**src/logic/quad_dac_regs.vh**
```
/*
 * Constants for the quad converter command decoder: command word layout,
 * target and channel codes, function register bits and reset values.
 * Assumes inclusion by the design files only; holds definitions only.
 */
`ifndef QUAD_DAC_REGS_VH
`define QUAD_DAC_REGS_VH

// command word layout, 24 bits, first bit on the link is bit 23
`define WORD_LEN        5'h18
`define CNT_MAX         5'h1F
`define RW_BIT          23
`define TGT_HI          21
`define TGT_LO          19
`define CHN_HI          18
`define CHN_LO          16
`define HDR_HI          23
`define HDR_LO          16
`define DAT_HI          15
`define CODE_HI         15
`define CODE_LO         2
`define RANGE_HI        1
`define TRIM_HI         5

// target_select codes
`define TGT_FUNC        3'h0
`define TGT_CODE        3'h2
`define TGT_RANGE       3'h3
`define TGT_TRIM        3'h4

// channel_select codes
`define CHN_ALL         3'h4

// channel_select meaning under the function target
`define FN_NOP          3'h0
`define FN_CTRL         3'h1
`define FN_CLEAR        3'h4
`define FN_LOAD         3'h5

// function register bit positions
`define FB_SDO_DIS      0
`define FB_VAL0         1
`define FB_DIR0         2
`define FB_VAL1         3
`define FB_DIR1         4
`define FB_GND          5

// reset values and readback pad fields
`define CODE_RST        14'h0000
`define RANGE_RST       2'h0
`define TRIM_RST        6'h00
`define WORD_RST        24'h00_0000
`define RB_RST          24'h00_0000
`define PAD_CODE        2'h0
`define PAD_RANGE       14'h0000
`define PAD_TRIM        10'h000
`define PAD_FUNC        10'h000

`endif

```
**src/logic/quad_dac_channel_register_control.v**
```verilog
/*
 * Serial command decoder of a quad 14-bit converter: shifts in 24-bit
 * words, steers code, range and trim writes into four channels, runs the
 * function register, the two-bit auxiliary port and readback on sdo.
 * Assumes the link pins, supply detector and clamp request are
 * asynchronous to i_sys_clk and the link clock is far slower than it.
 * A read answer leaves on the frame that follows the read request.
 */
`timescale 1ns/1ps
`include "quad_dac_regs.vh"

module quad_dac_channel_register_control #(
   parameter CHANNELS = 4,
   parameter CODE_W   = 14,
   parameter RANGE_W  = 2,
   parameter TRIM_W   = 6
) (
   input  wire                          i_sys_clk,
   input  wire                          i_rst_b,
   input  wire                          i_link_clk,
   input  wire                          i_link_sync_n,
   input  wire                          i_link_din,
   output reg                           o_link_dout,
   output reg                           o_link_dout_oe,
   input  wire                          i_clamp_request_n,
   input  wire                          i_supply_ok,
   output reg                           o_supply_ok_out,
   input  wire                          i_aux_pin_low,
   output reg                           o_aux_pin_low,
   output reg                           o_aux_pin_low_oe,
   input  wire                          i_aux_pin_high,
   output reg                           o_aux_pin_high,
   output reg                           o_aux_pin_high_oe,
   output reg                           o_gnd_offset_en,
   output wire [CHANNELS*CODE_W-1:0]    o_code_field,
   output wire [CHANNELS*RANGE_W-1:0]   o_range_code,
   output wire [CHANNELS*TRIM_W-1:0]    o_trim_code,
   output wire [CHANNELS*(TRIM_W+1)-1:0] o_pos_fs_adj,
   output wire [CHANNELS*(TRIM_W+1)-1:0] o_neg_fs_adj,
   output wire [CHANNELS-1:0]           o_amp_gate,
   output wire [CHANNELS-1:0]           o_clamp_gate
);

   localparam NSYNC = 7;
   localparam S_AUX0 = 0;
   localparam S_AUX1 = 1;
   localparam S_SUP  = 2;
   localparam S_CLMP = 3;
   localparam S_DIN  = 4;
   localparam S_SYNC = 5;
   localparam S_CLK  = 6;

   // two-stage synchronisers for all outside inputs
   reg  [NSYNC-1:0]  meta_reg;
   reg  [NSYNC-1:0]  sync_reg;
   reg               clk_d_reg;
   reg               sync_n_d_reg;

   // link shifter
   reg  [23:0]       shift_reg;
   reg  [4:0]        bit_cnt_reg;
   reg  [23:0]       word_reg;
   reg               word_vld_reg;
   reg  [23:0]       dout_shift_reg;
   reg  [23:0]       rb_reg;
   reg  [23:0]       rb_next;

   // function register
   reg               gnd_en_reg;
   reg               dir0_reg;
   reg               val0_reg;
   reg               dir1_reg;
   reg               val1_reg;
   reg               dout_dis_reg;

   wire              link_clk_s;
   wire              link_sync_n_s;
   wire              link_din_s;
   wire              clamp_n_s;
   wire              supply_s;
   wire              aux0_s;
   wire              aux1_s;
   wire              clk_fall;
   wire              frame_start;
   wire              frame_end;
   wire              is_read;
   wire              is_write;
   wire [2:0]        tgt;
   wire [2:0]        chn;
   wire [15:0]       dat;
   reg               wr_code;
   reg               wr_range;
   reg               wr_trim;
   reg               wr_ctrl;
   reg               do_clear;
   wire              clamp_req;
   wire              lvl0;
   wire              lvl1;
   reg  [1:0]        rd_idx;

   assign link_clk_s    = sync_reg[S_CLK];
   assign link_sync_n_s = sync_reg[S_SYNC];
   assign link_din_s    = sync_reg[S_DIN];
   assign clamp_n_s     = sync_reg[S_CLMP];
   assign supply_s      = sync_reg[S_SUP];
   assign aux0_s        = sync_reg[S_AUX0];
   assign aux1_s        = sync_reg[S_AUX1];

   always @(posedge i_sys_clk or negedge i_rst_b) begin
      if (!i_rst_b) begin
         // link clock and frame idle high: no false edge right after reset
         meta_reg     <= 7'h60;
         sync_reg     <= 7'h60;
         clk_d_reg    <= 1'b1;
         sync_n_d_reg <= 1'b1;
      end else begin
         meta_reg[S_CLK]  <= i_link_clk;
         meta_reg[S_SYNC] <= i_link_sync_n;
         meta_reg[S_DIN]  <= i_link_din;
         meta_reg[S_CLMP] <= i_clamp_request_n;
         meta_reg[S_SUP]  <= i_supply_ok;
         meta_reg[S_AUX1] <= i_aux_pin_high;
         meta_reg[S_AUX0] <= i_aux_pin_low;
         sync_reg     <= meta_reg;
         clk_d_reg    <= link_clk_s;
         sync_n_d_reg <= link_sync_n_s;
      end
   end

   // data valid on the link clock falling edge
   assign clk_fall    = clk_d_reg & ~link_clk_s;
   assign frame_start = sync_n_d_reg & ~link_sync_n_s;
   assign frame_end   = ~sync_n_d_reg & link_sync_n_s;

   always @(posedge i_sys_clk or negedge i_rst_b) begin
      if (!i_rst_b) begin
         shift_reg    <= `WORD_RST;
         bit_cnt_reg  <= 5'h00;
         word_reg     <= `WORD_RST;
         word_vld_reg <= 1'b0;
      end else begin
         word_vld_reg <= 1'b0;
         if (frame_start) begin
            bit_cnt_reg <= 5'h00;
         end else if (!link_sync_n_s && clk_fall) begin
            shift_reg <= {shift_reg[22:0], link_din_s};
            // saturates so an overlong frame never wraps back to one word
            if (bit_cnt_reg != `CNT_MAX)
               bit_cnt_reg <= bit_cnt_reg + 5'h01;
         end
         // only a frame of exactly one word is acted on
         if (frame_end && bit_cnt_reg == `WORD_LEN) begin
            word_reg     <= shift_reg;
            word_vld_reg <= 1'b1;
         end
      end
   end

   // command decode
   assign is_read  = word_vld_reg & word_reg[`RW_BIT];
   assign is_write = word_vld_reg & ~word_reg[`RW_BIT];
   assign tgt      = word_reg[`TGT_HI:`TGT_LO];
   assign chn      = word_reg[`CHN_HI:`CHN_LO];
   assign dat      = word_reg[`DAT_HI:0];

   // write strobes; nop, load and unused codes raise none
   always @* begin
      wr_code  = 1'b0;
      wr_range = 1'b0;
      wr_trim  = 1'b0;
      wr_ctrl  = 1'b0;
      do_clear = 1'b0;
      if (is_write) begin
         case (tgt)
            `TGT_CODE:  wr_code  = 1'b1;
            `TGT_RANGE: wr_range = 1'b1;
            `TGT_TRIM:  wr_trim  = 1'b1;
            `TGT_FUNC: begin
               case (chn)
                  `FN_CTRL:  wr_ctrl  = 1'b1;
                  `FN_CLEAR: do_clear = 1'b1;
                  default:   do_clear = 1'b0;
               endcase
            end
            default:    wr_code  = 1'b0;
         endcase
      end
   end

   assign clamp_req = ~clamp_n_s | ~supply_s;

   genvar g;
   generate
      for (g = 0; g < CHANNELS; g = g + 1) begin : ch
         wire hit;
         // single channel or broadcast; codes above all hit nothing
         assign hit = (chn == `CHN_ALL) || (chn == g[2:0]);
         dac_channel_regs #(
            .CODE_W  (CODE_W),
            .RANGE_W (RANGE_W),
            .TRIM_W  (TRIM_W)
         ) u_chan (
            .i_sys_clk    (i_sys_clk),
            .i_rst_b      (i_rst_b),
            .i_wr_code    (wr_code & hit),
            .i_wr_range   (wr_range & hit),
            .i_wr_trim    (wr_trim & hit),
            .i_clear      (do_clear),
            .i_clamp_req  (clamp_req),
            .i_code       (dat[`CODE_HI:`CODE_LO]),
            .i_range      (dat[`RANGE_HI:0]),
            .i_trim       (dat[`TRIM_HI:0]),
            .o_code       (o_code_field[g*CODE_W +: CODE_W]),
            .o_range      (o_range_code[g*RANGE_W +: RANGE_W]),
            .o_trim       (o_trim_code[g*TRIM_W +: TRIM_W]),
            .o_pos_adj    (o_pos_fs_adj[g*(TRIM_W+1) +: TRIM_W+1]),
            .o_neg_adj    (o_neg_fs_adj[g*(TRIM_W+1) +: TRIM_W+1]),
            .o_amp_gate   (o_amp_gate[g]),
            .o_clamp_gate (o_clamp_gate[g])
         );
      end
   endgenerate

   // function register and aux port
   always @(posedge i_sys_clk or negedge i_rst_b) begin
      if (!i_rst_b) begin
         gnd_en_reg   <= 1'b0;
         dir0_reg     <= 1'b0;
         val0_reg     <= 1'b0;
         dir1_reg     <= 1'b0;
         val1_reg     <= 1'b0;
         dout_dis_reg <= 1'b0;
      end else if (wr_ctrl) begin
         gnd_en_reg   <= dat[`FB_GND];
         dir0_reg     <= dat[`FB_DIR0];
         dir1_reg     <= dat[`FB_DIR1];
         dout_dis_reg <= dat[`FB_SDO_DIS];
         if (dat[`FB_DIR0])
            val0_reg <= dat[`FB_VAL0];
         if (dat[`FB_DIR1])
            val1_reg <= dat[`FB_VAL1];
      end
   end

   always @(posedge i_sys_clk or negedge i_rst_b) begin
      if (!i_rst_b) begin
         o_aux_pin_low     <= 1'b0;
         o_aux_pin_low_oe  <= 1'b0;
         o_aux_pin_high    <= 1'b0;
         o_aux_pin_high_oe <= 1'b0;
         o_gnd_offset_en   <= 1'b0;
         o_supply_ok_out   <= 1'b0;
      end else begin
         o_aux_pin_low     <= val0_reg;
         o_aux_pin_low_oe  <= dir0_reg;
         o_aux_pin_high    <= val1_reg;
         o_aux_pin_high_oe <= dir1_reg;
         o_gnd_offset_en   <= gnd_en_reg;
         o_supply_ok_out   <= supply_s;
      end
   end

   // readback word assembly
   assign lvl0   = dir0_reg ? val0_reg : aux0_s;
   assign lvl1   = dir1_reg ? val1_reg : aux1_s;

   // broadcast and unused addresses read back channel 0
   always @* begin
      rd_idx = 2'h0;
      if (chn < `CHN_ALL)
         rd_idx = chn[1:0];
   end

   always @* begin
      rb_next = `RB_RST;
      rb_next[`HDR_HI:`HDR_LO] = word_reg[`HDR_HI:`HDR_LO];
      case (tgt)
         `TGT_CODE:
            rb_next[`DAT_HI:0] = {o_code_field[rd_idx*CODE_W +: CODE_W], `PAD_CODE};
         `TGT_RANGE:
            rb_next[`DAT_HI:0] = {`PAD_RANGE, o_range_code[rd_idx*RANGE_W +: RANGE_W]};
         `TGT_TRIM:
            rb_next[`DAT_HI:0] = {`PAD_TRIM, o_trim_code[rd_idx*TRIM_W +: TRIM_W]};
         `TGT_FUNC:
            if (chn == `FN_CTRL)
               rb_next[`DAT_HI:0] = {`PAD_FUNC, gnd_en_reg, dir1_reg, lvl1,
                                     dir0_reg, lvl0, dout_dis_reg};
         default:
            rb_next[`DAT_HI:0] = 16'h0000;
      endcase
   end

   // read word appears on the next frame, msb first, stepped per falling edge
   always @(posedge i_sys_clk or negedge i_rst_b) begin
      if (!i_rst_b) begin
         rb_reg         <= `RB_RST;
         dout_shift_reg <= `RB_RST;
         o_link_dout    <= 1'b0;
         o_link_dout_oe <= 1'b0;
      end else begin
         if (is_read)
            rb_reg <= rb_next;
         if (frame_start) begin
            dout_shift_reg <= rb_reg;
            rb_reg         <= `RB_RST;
         end else if (!link_sync_n_s && clk_fall) begin
            dout_shift_reg <= {dout_shift_reg[22:0], 1'b0};
         end
         o_link_dout    <= dout_shift_reg[23];
         o_link_dout_oe <= ~link_sync_n_s & ~dout_dis_reg;
      end
   end

endmodule // quad_dac_channel_register_control

```
**src/logic/dac_channel_regs.v**
```verilog
/*
 * One converter channel: code, range and trim registers, end-point trim
 * offsets and the output clamp gate pair.
 * Assumes write strobes are one-cycle pulses already decoded for this
 * channel and that the clamp request is synchronous to i_sys_clk.
 */
`timescale 1ns/1ps
`include "quad_dac_regs.vh"

module dac_channel_regs #(
   parameter CODE_W  = 14,
   parameter RANGE_W = 2,
   parameter TRIM_W  = 6
) (
   input  wire                 i_sys_clk,
   input  wire                 i_rst_b,
   input  wire                 i_wr_code,
   input  wire                 i_wr_range,
   input  wire                 i_wr_trim,
   input  wire                 i_clear,
   input  wire                 i_clamp_req,
   input  wire [CODE_W-1:0]    i_code,
   input  wire [RANGE_W-1:0]   i_range,
   input  wire [TRIM_W-1:0]    i_trim,
   output reg  [CODE_W-1:0]    o_code,
   output reg  [RANGE_W-1:0]   o_range,
   output reg  [TRIM_W-1:0]    o_trim,
   output reg  [TRIM_W:0]      o_pos_adj,
   output reg  [TRIM_W:0]      o_neg_adj,
   output reg                  o_amp_gate,
   output reg                  o_clamp_gate
);

   wire signed [TRIM_W:0] trim_ext = {i_trim[TRIM_W-1], i_trim};

   always @(posedge i_sys_clk or negedge i_rst_b) begin
      if (!i_rst_b) begin
         o_code    <= `CODE_RST;
         o_range   <= `RANGE_RST;
         o_trim    <= `TRIM_RST;
         o_pos_adj <= {(TRIM_W+1){1'b0}};
         o_neg_adj <= {(TRIM_W+1){1'b0}};
      end else begin
         if (i_clear)
            o_code <= `CODE_RST;
         else if (i_wr_code)
            o_code <= i_code;
         if (i_wr_range)
            o_range <= i_range;
         if (i_wr_trim) begin
            o_trim    <= i_trim;
            // eighth-LSB units: each end moves by half a quarter step
            o_pos_adj <= trim_ext;
            o_neg_adj <= -trim_ext;
         end
      end
   end

   // clamp held until supplies good, no request and a fresh code write
   always @(posedge i_sys_clk or negedge i_rst_b) begin
      if (!i_rst_b) begin
         o_amp_gate   <= 1'b0;
         o_clamp_gate <= 1'b1;
      end else if (i_clamp_req) begin
         o_amp_gate   <= 1'b0;
         o_clamp_gate <= 1'b1;
      end else if (i_wr_code) begin
         o_amp_gate   <= 1'b1;
         o_clamp_gate <= 1'b0;
      end
   end

endmodule // dac_channel_regs

```
**config.mk**
```make
export PLATFORM = sky130hd
export DESIGN_NAME = quad_dac_channel_register_control
export DESIGN_NICKNAME = d
export VERILOG_FILES = /design/src/logic/quad_dac_channel_register_control.v /design/src/logic/dac_channel_regs.v
export VERILOG_INCLUDE_DIRS = /design/src /design/src/logic
export SDC_FILE = /design/constraint.sdc
export NUM_CORES = 1
export LEC_CHECK = 0
export ABC_AREA = 1
export ABC_CLOCK_PERIOD_IN_PS = 4200
export BUFFER_PORTS_ARGS = -buffer_cell sky130_fd_sc_hd__buf_4
export CAP_MARGIN = 5
export CELL_PAD_IN_SITES_DETAIL_PLACEMENT = 0
export CELL_PAD_IN_SITES_GLOBAL_PLACEMENT = 1
export CORE_ASPECT_RATIO = 0.6
export CORE_MARGIN = 3
export CORE_UTILIZATION = 30
export CTS_CLUSTER_DIAMETER = 40
export CTS_CLUSTER_SIZE = 14
export DETAILED_ROUTE_END_ITERATION = 7
export GPL_ROUTABILITY_DRIVEN = 0
export PLACE_DENSITY = 0.65
export SLEW_MARGIN = 20
export SYNTH_ARGS = -nofsm -noshare
export SYNTH_HDL_FRONTEND = slang
export SYNTH_SLANG_ARGS = --single-unit
```
**constraint.sdc**
```tcl
create_clock -name i_sys_clk -period 4.2 [get_ports i_sys_clk]
set_clock_uncertainty 0.1 [all_clocks]
set_input_delay 0 -clock i_sys_clk [delete_from_list [all_inputs] [get_ports i_sys_clk]]
set_output_delay 0 -clock i_sys_clk [all_outputs]
set_load 0.02 [all_outputs]
```
==> results of run 1 <==
## power by group
group          leakage, uW  internal (uW)  switching [uW]
registers          0.00345           2450            11.1
clock network     0.000521           1630            1120
logic              0.00234           32.7            94.8
## cell usage after synthesis (2+ instances only)
master / number
ha_1: 4
o21ai_1: 32
o21ai_0: 152
o21ai_2: 15
nor2_1: 50
inv_1: 118
buf_6: 5
xor2_1: 3
nand2_1: 357
nand3_1: 47
nand2_4: 2
a21oi_1: 18
buf_4: 43
nor2_2: 2
dfstp_2: 10
buf_2: 17
dfrtp_1: 242
nand2_2: 10
o211ai_1: 11
and2_4: 2
o22ai_1: 2
inv_2: 10
o221ai_1: 11
nor2_4: 4
clkbuf_1: 26
nor3_1: 13
## critical path: stages (launching register included)
cell     delay (ns)
dfrtp_1        0.44
inv_2          0.20
nand2_4        0.47
inv_2          0.04
nand2_1        0.34
nand2_1        0.18
nand2_1        0.18
nand2_1        0.08
inv_2          0.39
nand2_1        0.09
o21ai_1        0.11
## stage by stage
step	total power (uW)	cell area, um2	cells	hold WS, ns	util
2_1_floorplan	2550	10800	1210	-0.396	-
3_3_place_gp	2630	12200	1761	-0.00147	0.345
3_5_place_dp	2630	12200	1761	-0.00791	0.345
4_1_cts	5420	13400	1833	0.250	0.380
5_1_grt	5560	13400	1833	0.252	0.380
6_report	5340	13400	1833	0.247	0.380
## how the worst max path moves through the flow
stage	startpoint	to	slack, ns	depth (start not counted)
2_1_floorplan	word_reg[20]$_DFFE_PN0P_	ch[0].u_chan.o_code[10]$_DFFE_PN0P_	2.55	9
3_3_place_gp	word_reg[18]$_DFFE_PN0P_	ch[2].u_chan.o_code[4]$_DFFE_PN0P_	1.52	10
3_5_place_dp	word_reg[18]$_DFFE_PN0P_	ch[2].u_chan.o_code[9]$_DFFE_PN0P_	1.47	10
4_1_cts	word_reg[18]$_DFFE_PN0P_	ch[2].u_chan.o_code[11]$_DFFE_PN0P_	1.44	10
5_1_grt	word_reg[16]$_DFFE_PN0P_	ch[1].u_chan.o_neg_adj[2]$_DFFE_PN0P_	1.18	8
6_report	word_reg[18]$_DFFE_PN0P_	ch[2].u_chan.o_code[11]$_DFFE_PN0P_	1.44	10
## cells by family after synthesis
family                   Yosys count  synth area share
adder cells (fa/ha/maj)            4           0.00464
flip-flops                       252             0.585
buffers and inverters            220            0.0969
AND/OR/NAND/NOR                  488             0.186
XOR/XNOR                           4           0.00325
AO/OA/AOI/OAI                    242             0.124
## cell type report
class / instances / area share
Clock buffer: 38 / 0.0629
Clock inverter: 17 / 0.0161
Inverter: 129 / 0.0362
Multi-Input combinational cell: 738 / 0.257
Sequential cell: 252 / 0.472
Tap cell: 467 / 0.0437
Timing Repair Buffer: 192 / 0.112
## routing by layer
metal / share of wire / vias to the layer above
met5: 0 / -
met4: 0.021 / 0
li1: - / 4122
met3: 0.053 / 50
met2: 0.39 / 165
met1: 0.54 / 4082
==> reports/metrics.csv, run 1 <==
stage;metric;value;unit
yosys;synthesized area;10800;um2
setup_path;worst r2r path cells;10;
sta;Worst-Margin Slew;0.884;ns
sta;RSZ-0062 raised after global routing;false;
floorplanning;Std-Cell Rows;53;
grt;met1 usage;0.273;
yosys;Synth Instances;1210;
hold_path;Min-Delay Endpoint;sync_reg[4]$_DFF_PN0_;
clock_tree;post-CTS setup buffers;0;
sta;TNS Setup;0;ns
floorplanning;Initial Utilization;0.307;
drt;Wirelength per Cell;17.4;um
layout;leading cell type in the layout, fill and taps excluded;nand2_1;
power;leakage;0.00632;uW
layout;max reg flops;56;
drt;routed vias;8419;
setup_path;Setup CP Type;reg2reg;
sta;FMAX;363;MHz
outcome;status;finished clean;
layout;Multi-input gate area;3440;um2
yosys;yosys warns;0;
setup_path;CP Capture Type;flip-flop;
grt;GR Util met3;0.0335;
setup_path;required time of the critical path;4.57;ns
yosys;Async SR Flop Fraction;1.00;
sta;fin crit share;0.657;
place;# port buffers;168;
setup_path;reg2reg setup slack;1.44;ns
grt;gr usage total;0.165;
hold_path;hold crit path type;reg2reg;
grt;largest net degree at the start of global routing;97;
clock_tree;CTS H-Tree Depth;1;
yosys;Synth cell types;30;
floorplanning;area of the die;38400;um2
yosys;synthesized area per cell;8.92;um2
yosys;Post-synth EDFFs;0;
layout;ant diodes;0;
floorplanning;CORE AREA;35200;um2
layout;synth-to-layout area growth;24.0;%
layout;Reg with most FFs;ch.u_chan.o_code;
yosys;Synth area leader;dfrtp_1;
yosys;Post-Synthesis Net Count;1223;
run;Max Cap Violations;0;
layout;Final nets;1357;
yosys;Synth Flop Type;dfrtp_1;
place;DP HPWL;22800;um
yosys;synth top area cells;dfrtp_1 (56%), nand2_1 (12%), o21ai_0 (7.0%);
yosys;FF+latch count, synth;252;
sta;max-slew violations;0;
layout;register area;6320;um2
drt;Detailed Routing Iterations Pass 1;5;
clock_tree;clk root buf;clkbuf_16;
clock_tree;CTS hold repair buffers;17;
sta;Setup-failing EPs final;0;
clock_tree;clk slew on worst S/H paths;0.06;ns
grt;Global Route met2 Usage;0.215;
setup_path;Arr. time, crit path;3.13;ns
floorplanning;Top Ports;169;
layout;share of cells above drive strength 1;0.208;
floorplanning;die span in x;251;um
yosys;sequential fraction of the synthesis area;0.585;
drt;DR vias/cell;4.59;
power;Peak VDD IR;298;uV
clock_tree;PostCTS Resize Cnt;0;
layout;Largest regs;ch.u_chan.o_code (56), ch.u_chan.o_neg_adj (28);
clock_tree;clk sinks;252;
grt;total grt overflow;0;
yosys;area share of the largest cell type after synthesis;0.561;
grt;gr busiest metal;met1;
clock_tree;clock buffer depth;3;
power;PwrDens;399;nW/um2
setup_path;Worst setup SP type;flip-flop;
setup_path;reg-to-reg endpoint;ch[2].u_chan.o_code[11]$_DFFE_PN0P_;
sta;fin crit period;2.76;ns
sta;number of hold violations in the final report;0;
setup_path;crit-path max FO;46;
clock_tree;CTS tree;done;
floorplanning;Die Ht;153;um
layout;Fillers;3596;
hold_path;hold_sp;meta_reg[4]$_DFF_PN0_;
grt;first-pass GRT wire length;49500;um
drt;DRC Markers;0;
sta;relative slew slack;0.410;
sta;fin worst setup slack;1.44;ns
drt;Detailed Route Iter0 Violations;595;
grt;number of global-route vias before repair;7816;
layout;leading cell types in the layout, fill and taps excluded;nand2_1 (357), dfrtp_1 (242), buf_4 (173);
clock_tree;CTS Buf Count;31;
hold_path;hold depth;0;
setup_path;Worst R2R Start;word_reg[18]$_DFFE_PN0P_;
grt;initial antenna violation count;1;
drt;Final ANT Viol Nets;0;
place;Placement Setup Slack;1.47;ns
drt;total wire length;31900;um
clock_tree;Skew-Pair Late Insertion Delay;0.56;ns
(Power assumes the default switching activity.)
==> inputs of run 2 (changes only) <==
Settings changed: ABC_CLOCK_PERIOD_IN_PS 4200 to 2200, PLACE_DENSITY 0.65 to 0.67.
Clock period 4.2 ns to 2.2 ns, I/O delays scaled along.
==> reports/metrics.csv, run 2 (synthesized netlist as in run 1, its figures left out) <==
stage;metric;value;unit
power;leakage;0.00646;uW
power;PwrDens;736;nW/um2
setup_path;Arr. time, crit path;2.42;ns
outcome;status;finished clean;
floorplanning;Std-Cell Rows;53;
floorplanning;Die Ht;153;um
drt;total wire length;31500;um
setup_path;Setup CP Type;reg2reg;
power;Combinational Power Share;0.026;
run;Max Cap Violations;0;
sta;RSZ-0062 raised after global routing;false;
grt;gr busiest metal;met1;
clock_tree;CTS Buf Count;31;
place;DP HPWL;22800;um
drt;DRC Markers;0;
grt;first-pass GRT wire length;50200;um
layout;Largest regs;ch.u_chan.o_code (56), ch.u_chan.o_neg_adj (28);
floorplanning;area of the die;38400;um2
clock_tree;clk sinks;252;
drt;Wirelength per Cell;16.9;um
layout;leading cell type in the layout, fill and taps excluded;nand2_1;
hold_path;hold crit path type;reg2reg;
sta;TNS Setup;0;ns
layout;Final Util;0.387;
power;Pint;7640;uW
power;Peak VDD IR;507;uV
layout;leading cell types in the layout, fill and taps excluded;nand2_1 (357), dfrtp_1 (242), buf_4 (200);
setup_path;CP Capture Type;flip-flop;
sta;max-slew violations;0;
setup_path;Worst setup SP type;flip-flop;
layout;final instance area;13600;um2
grt;GR Util met3;0.0359;
drt;Detailed Routing Iterations Pass 1;5;
clock_tree;CTS tree;done;
power;P_sw;2390;uW
sta;fin worst setup slack;0.179;ns
clock_tree;CTS H-Tree Depth;1;
sta;relative slew slack;0.605;
floorplanning;Top Ports;169;
layout;max reg flops;56;
clock_tree;clk root buf;clkbuf_16;
floorplanning;die span in x;251;um
layout;synth-to-layout area growth;26.3;%
grt;largest net degree at the start of global routing;70;
clock_tree;post-CTS setup buffers;0;
grt;Global Route met2 Usage;0.235;
sta;Worst-Margin Slew;0.590;ns
place;# port buffers;168;
sta;number of hold violations in the final report;0;
drt;Detailed Route Iter0 Violations;760;
layout;share of cells above drive strength 1;0.227;
sta;fin crit period;2.02;ns
power;Reg power frac;0.469;
grt;number of global-route vias before repair;8135;
grt;gr usage total;0.166;
drt;DR vias/cell;4.54;
sta;FMAX;495;MHz
layout;Reg with most FFs;ch.u_chan.o_code;
grt;initial antenna violation count;0;
sta;fin crit share;0.919;
sta;Setup-failing EPs final;0;
power;total power;10000;uW
drt;routed vias;8479;
floorplanning;Initial Utilization;0.307;
grt;met1 usage;0.259;
setup_path;crit-path max FO;28;
setup_path;required time of the critical path;2.59;ns
place;Placement Setup Slack;0.168;ns
power;Clock Power Share;0.505;
power;sw frac;0.238;
place;Placed Area;12400;um2
layout;Final nets;1387;
drt;Final ANT Viol Nets;0;
floorplanning;CORE AREA;35200;um2
grt;total grt overflow;0;
clock_tree;clk slew on worst S/H paths;0.06;ns
layout;Fillers;3580;
clock_tree;clock buffer depth;3;
clock_tree;Skew-Pair Late Insertion Delay;0.57;ns
==> run 2: layer usage <==
layer  vias to the layer above  routed length [um]
met2                       148               13200
met3                        45                1720
li1                       4183                   -
met4                         0                 639
met1                      4103               15900
met5                         -                   0
==> run 2: stage by stage <==
| stage | hold WS (ns) | std cells |
|---|---|---|
| after floorplan | -0.396 | 1210 |
| after global placement | -0.0862 | 1792 |
| after detailed placement | -0.0897 | 1792 |
| after CTS | 0.251 | 1865 |
| after global routing | 0.257 | 1865 |
| final | 0.244 | 1866 |
==> run 2: worst max-delay path: stages, from the launching register on <==
cell and delay (ns):
dfrtp_1 0.47, nand2_4 0.23, inv_2 0.06, nand2_2 0.09
nand2_1 0.10, nand2_1 0.29, nand2_1 0.16, inv_4 0.24
nand2_1 0.10, o21ai_1 0.08
==> run 2: power groups by stage <==
stage / registers (uW) / logic, uW / clock network, uW
floorplan: 4790 / 77.9 / 0
global placement: 4790 / 247 / 0
detailed placement: 4790 / 248 / 0
CTS: 4700 / 272 / 5200
global route: 4710 / 307 / 5430
finish: 4710 / 260 / 5070
==> run 2: final timing paths <==
path,start,slack (ns),cells after the start,to
worst max-delay path,word_reg[16]$_DFFE_PN0P_,0.18,9,ch[1].u_chan.o_code[8]$_DFFE_PN0P_
worst min-delay path,meta_reg[2]$_DFF_PN0_,0.24,0,sync_reg[2]$_DFF_PN0_
worst max register to register,word_reg[16]$_DFFE_PN0P_,0.18,9,ch[1].u_chan.o_code[8]$_DFFE_PN0P_
worst min register to register,meta_reg[2]$_DFF_PN0_,0.24,0,sync_reg[2]$_DFF_PN0_
max in group asynchronous,i_rst_b,0.79,4,ch[1].u_chan.o_neg_adj[1]$_DFFE_PN0P_
min in group asynchronous,i_rst_b,0.46,3,meta_reg[2]$_DFF_PN0_
==> run 2: timing repair <==
action	CTS	global route
hold endpoints to repair	259	0
setup endpoints to repair	0	14
resized for setup	0	2
hold buffers	16	0
==> run 2: area by class of cell <==
class                           instances  area, um2  share of cell area
Antenna cell                            1       2.50            0.000184
Clock buffer                           35        821              0.0602
Clock inverter                         22        214              0.0157
Inverter                              129        487              0.0357
Multi-Input combinational cell        738       3430               0.252
Sequential cell                       252       6320               0.463
Tap cell                              467        584              0.0428
Timing Repair Buffer                  222       1780               0.130
==> inputs of run 3 (changes only) <==
Settings changed: SETUP_SLACK_MARGIN from default to 0.3.
==> reports/metrics.csv, run 3 (synthesized netlist as in run 1, its figures left out) <==
stage;metric;value;unit
sta;fin crit period;1.82;ns
sta;number of hold violations in the final report;0;
hold_path;hold crit path type;reg2reg;
floorplanning;area of the die;38400;um2
drt;DRC Markers;0;
setup_path;Setup CP Type;reg2reg;
setup_path;CP Capture Type;flip-flop;
power;total power;10000;uW
outcome;status;finished clean;
layout;register area;6320;um2
drt;total wire length;31700;um
sta;FMAX;549;MHz
power;PwrDens;729;nW/um2
grt;GR Util met3;0.0359;
clock_tree;CTS Buf Count;31;
floorplanning;CORE AREA;35200;um2
layout;share of cells above drive strength 1;0.239;
setup_path;Worst setup SP type;flip-flop;
drt;DR vias/cell;4.54;
clock_tree;Skew-Pair Late Insertion Delay;0.57;ns
layout;Fillers;3557;
layout;leading cell types in the layout, fill and taps excluded;nand2_1 (350), dfrtp_1 (241), buf_4 (200);
clock_tree;CTS H-Tree Depth;1;
setup_path;required time of the critical path;2.53;ns
drt;routed vias;8491;
setup_path;crit-path max FO;38;
power;leakage;0.00649;uW
clock_tree;clk root buf;clkbuf_16;
setup_path;Crit path largest cell delay;0.48;ns
floorplanning;Top Ports;169;
layout;leading cell type in the layout, fill and taps excluded;nand2_1;
grt;gr usage total;0.166;
grt;largest net degree at the start of global routing;70;
power;Peak VDD IR;506;uV
grt;total grt overflow;0;
clock_tree;clk slew on worst S/H paths;0.06;ns
floorplanning;die span in x;251;um
setup_path;Arr. time, crit path;2.15;ns
drt;Wirelength per Cell;17.0;um
sta;RSZ-0062 raised after global routing;true;
clock_tree;CTS tree;done;
floorplanning;Die Ht;153;um
layout;max reg flops;56;
layout;Final Util;0.391;
setup_path;critical path cell sequence;nand2_4 -> buf_8 -> o21ai_0 -> a21oi_1 -> o21ai_0;
grt;met1 usage;0.259;
layout;ant diodes;0;
sta;max-slew violations;0;
sta;TNS Setup;0;ns
layout;Multi-input gate area;3480;um2
drt;Final ANT Viol Nets;0;
layout;Reg with most FFs;ch.u_chan.o_code;
drt;Detailed Routing Iterations Pass 1;5;
sta;Setup-failing EPs final;0;
clock_tree;clock buffer depth;3;
grt;number of global-route vias before repair;8137;
setup_path;slowest library cell on the worst path;dfrtp_1;
drt;Detailed Route Iter0 Violations;772;
place;DP HPWL;22800;um
setup_path;CP top delay family;compound AO/OA/AOI/OAI gates;
grt;gr busiest metal;met1;
place;# port buffers;168;
sta;Worst-Margin Slew;0.570;ns
sta;relative slew slack;0.619;
layout;Largest regs;ch.u_chan.o_code (56), ch.u_chan.o_neg_adj (28);
setup_path;critical path's most frequent cell;o21ai_0;
sta;fin crit share;0.828;
run;Max Cap Violations;0;
layout;synth-to-layout area growth;27.4;%
grt;initial antenna violation count;0;
floorplanning;Initial Utilization;0.307;
grt;Global Route met2 Usage;0.235;
layout;Final nets;1391;
floorplanning;Std-Cell Rows;53;
grt;first-pass GRT wire length;50200;um
setup_path;worst path bufs/invs;1;
clock_tree;clk sinks;252;
run 3: cell types whose count changed in the layout (fill, tap and decap cells not counted), sizes merged:
| cell | previous run | this run |
|---|---|---|
| diode | 1 | 0 |
| buf | 206 | 209 |
| clkinv | 8 | 9 |
run 3: final cells by class:
cell class | count | share of cell area
Timing Repair inverter | 1 | 0.000455
Inverter | 129 | 0.0365
Timing Repair Buffer | 225 | 0.133
Clock buffer | 35 | 0.0597
Tap cell | 467 | 0.0425
Multi-Input combinational cell | 738 | 0.253
Clock inverter | 22 | 0.0156
Sequential cell | 252 | 0.459
run 3: routing by layer:
layer / routed length, um / part of all wire / up-vias
li1: - / - / 4188
met1: 16000 / 0.50 / 4108
met2: 13400 / 0.42 / 150
met3: 1750 / 0.055 / 45
met4: 644 / 0.020 / 0
met5: 0 / 0 / -
run 3: power breakdown:
group	total [uW]	leakage [uW]	internal [uW]	switching, uW
registers	4710	0.00345	4680	21.0
clock network	5060	0.000497	2880	2180
logic	262	0.00255	79.5	183
run 3: worst paths after layout:
check / depth (start not counted) / endpoint / start / slack, ns
max: 5 / rb_reg[11]$_DFFE_PN0P_ / word_reg[17]$_DFFE_PN0P_ / 0.38
min: 0 / sync_reg[2]$_DFF_PN0_ / meta_reg[2]$_DFF_PN0_ / 0.24
max reg2reg: 5 / rb_reg[11]$_DFFE_PN0P_ / word_reg[17]$_DFFE_PN0P_ / 0.38
min reg2reg: 0 / sync_reg[2]$_DFF_PN0_ / meta_reg[2]$_DFF_PN0_ / 0.24
max in group asynchronous: 4 / ch[1].u_chan.o_neg_adj[1]$_DFFE_PN0P_ / i_rst_b / 0.78
min in group asynchronous: 3 / meta_reg[2]$_DFF_PN0_ / i_rst_b / 0.46
run 3: worst register-to-register path, delay by kind of cell, from the launching register on:
family / cells / cell delay (ns)
buf+inv: 1 / 0.27
simple gates: 1 / 0.19
flops: 1 / 0.48
compound gates: 3 / 0.65
run 3: through the flow:
step	setup slack (ns)	cell area [um2]	hold slack [ns]	instances
finish	0.379	13800	0.245	1869
global route	0.252	13800	0.257	1869
floorplan	0.552	10800	-0.396	1210
detailed placement	0.168	12400	-0.0897	1792
CTS	0.313	13700	0.251	1865
global placement	0.251	12400	-0.0862	1792
run 3: repair_timing:
action | CTS | global route
setup endpoints to repair | 55 | 100
resized for setup | 10 | 19
setup buffers | 0 | 3
pin swaps | 0 | 2
hold buffers | 16 | 0
endpoints found under the hold margin | 259 | 0
gates cloned | 0 | 1
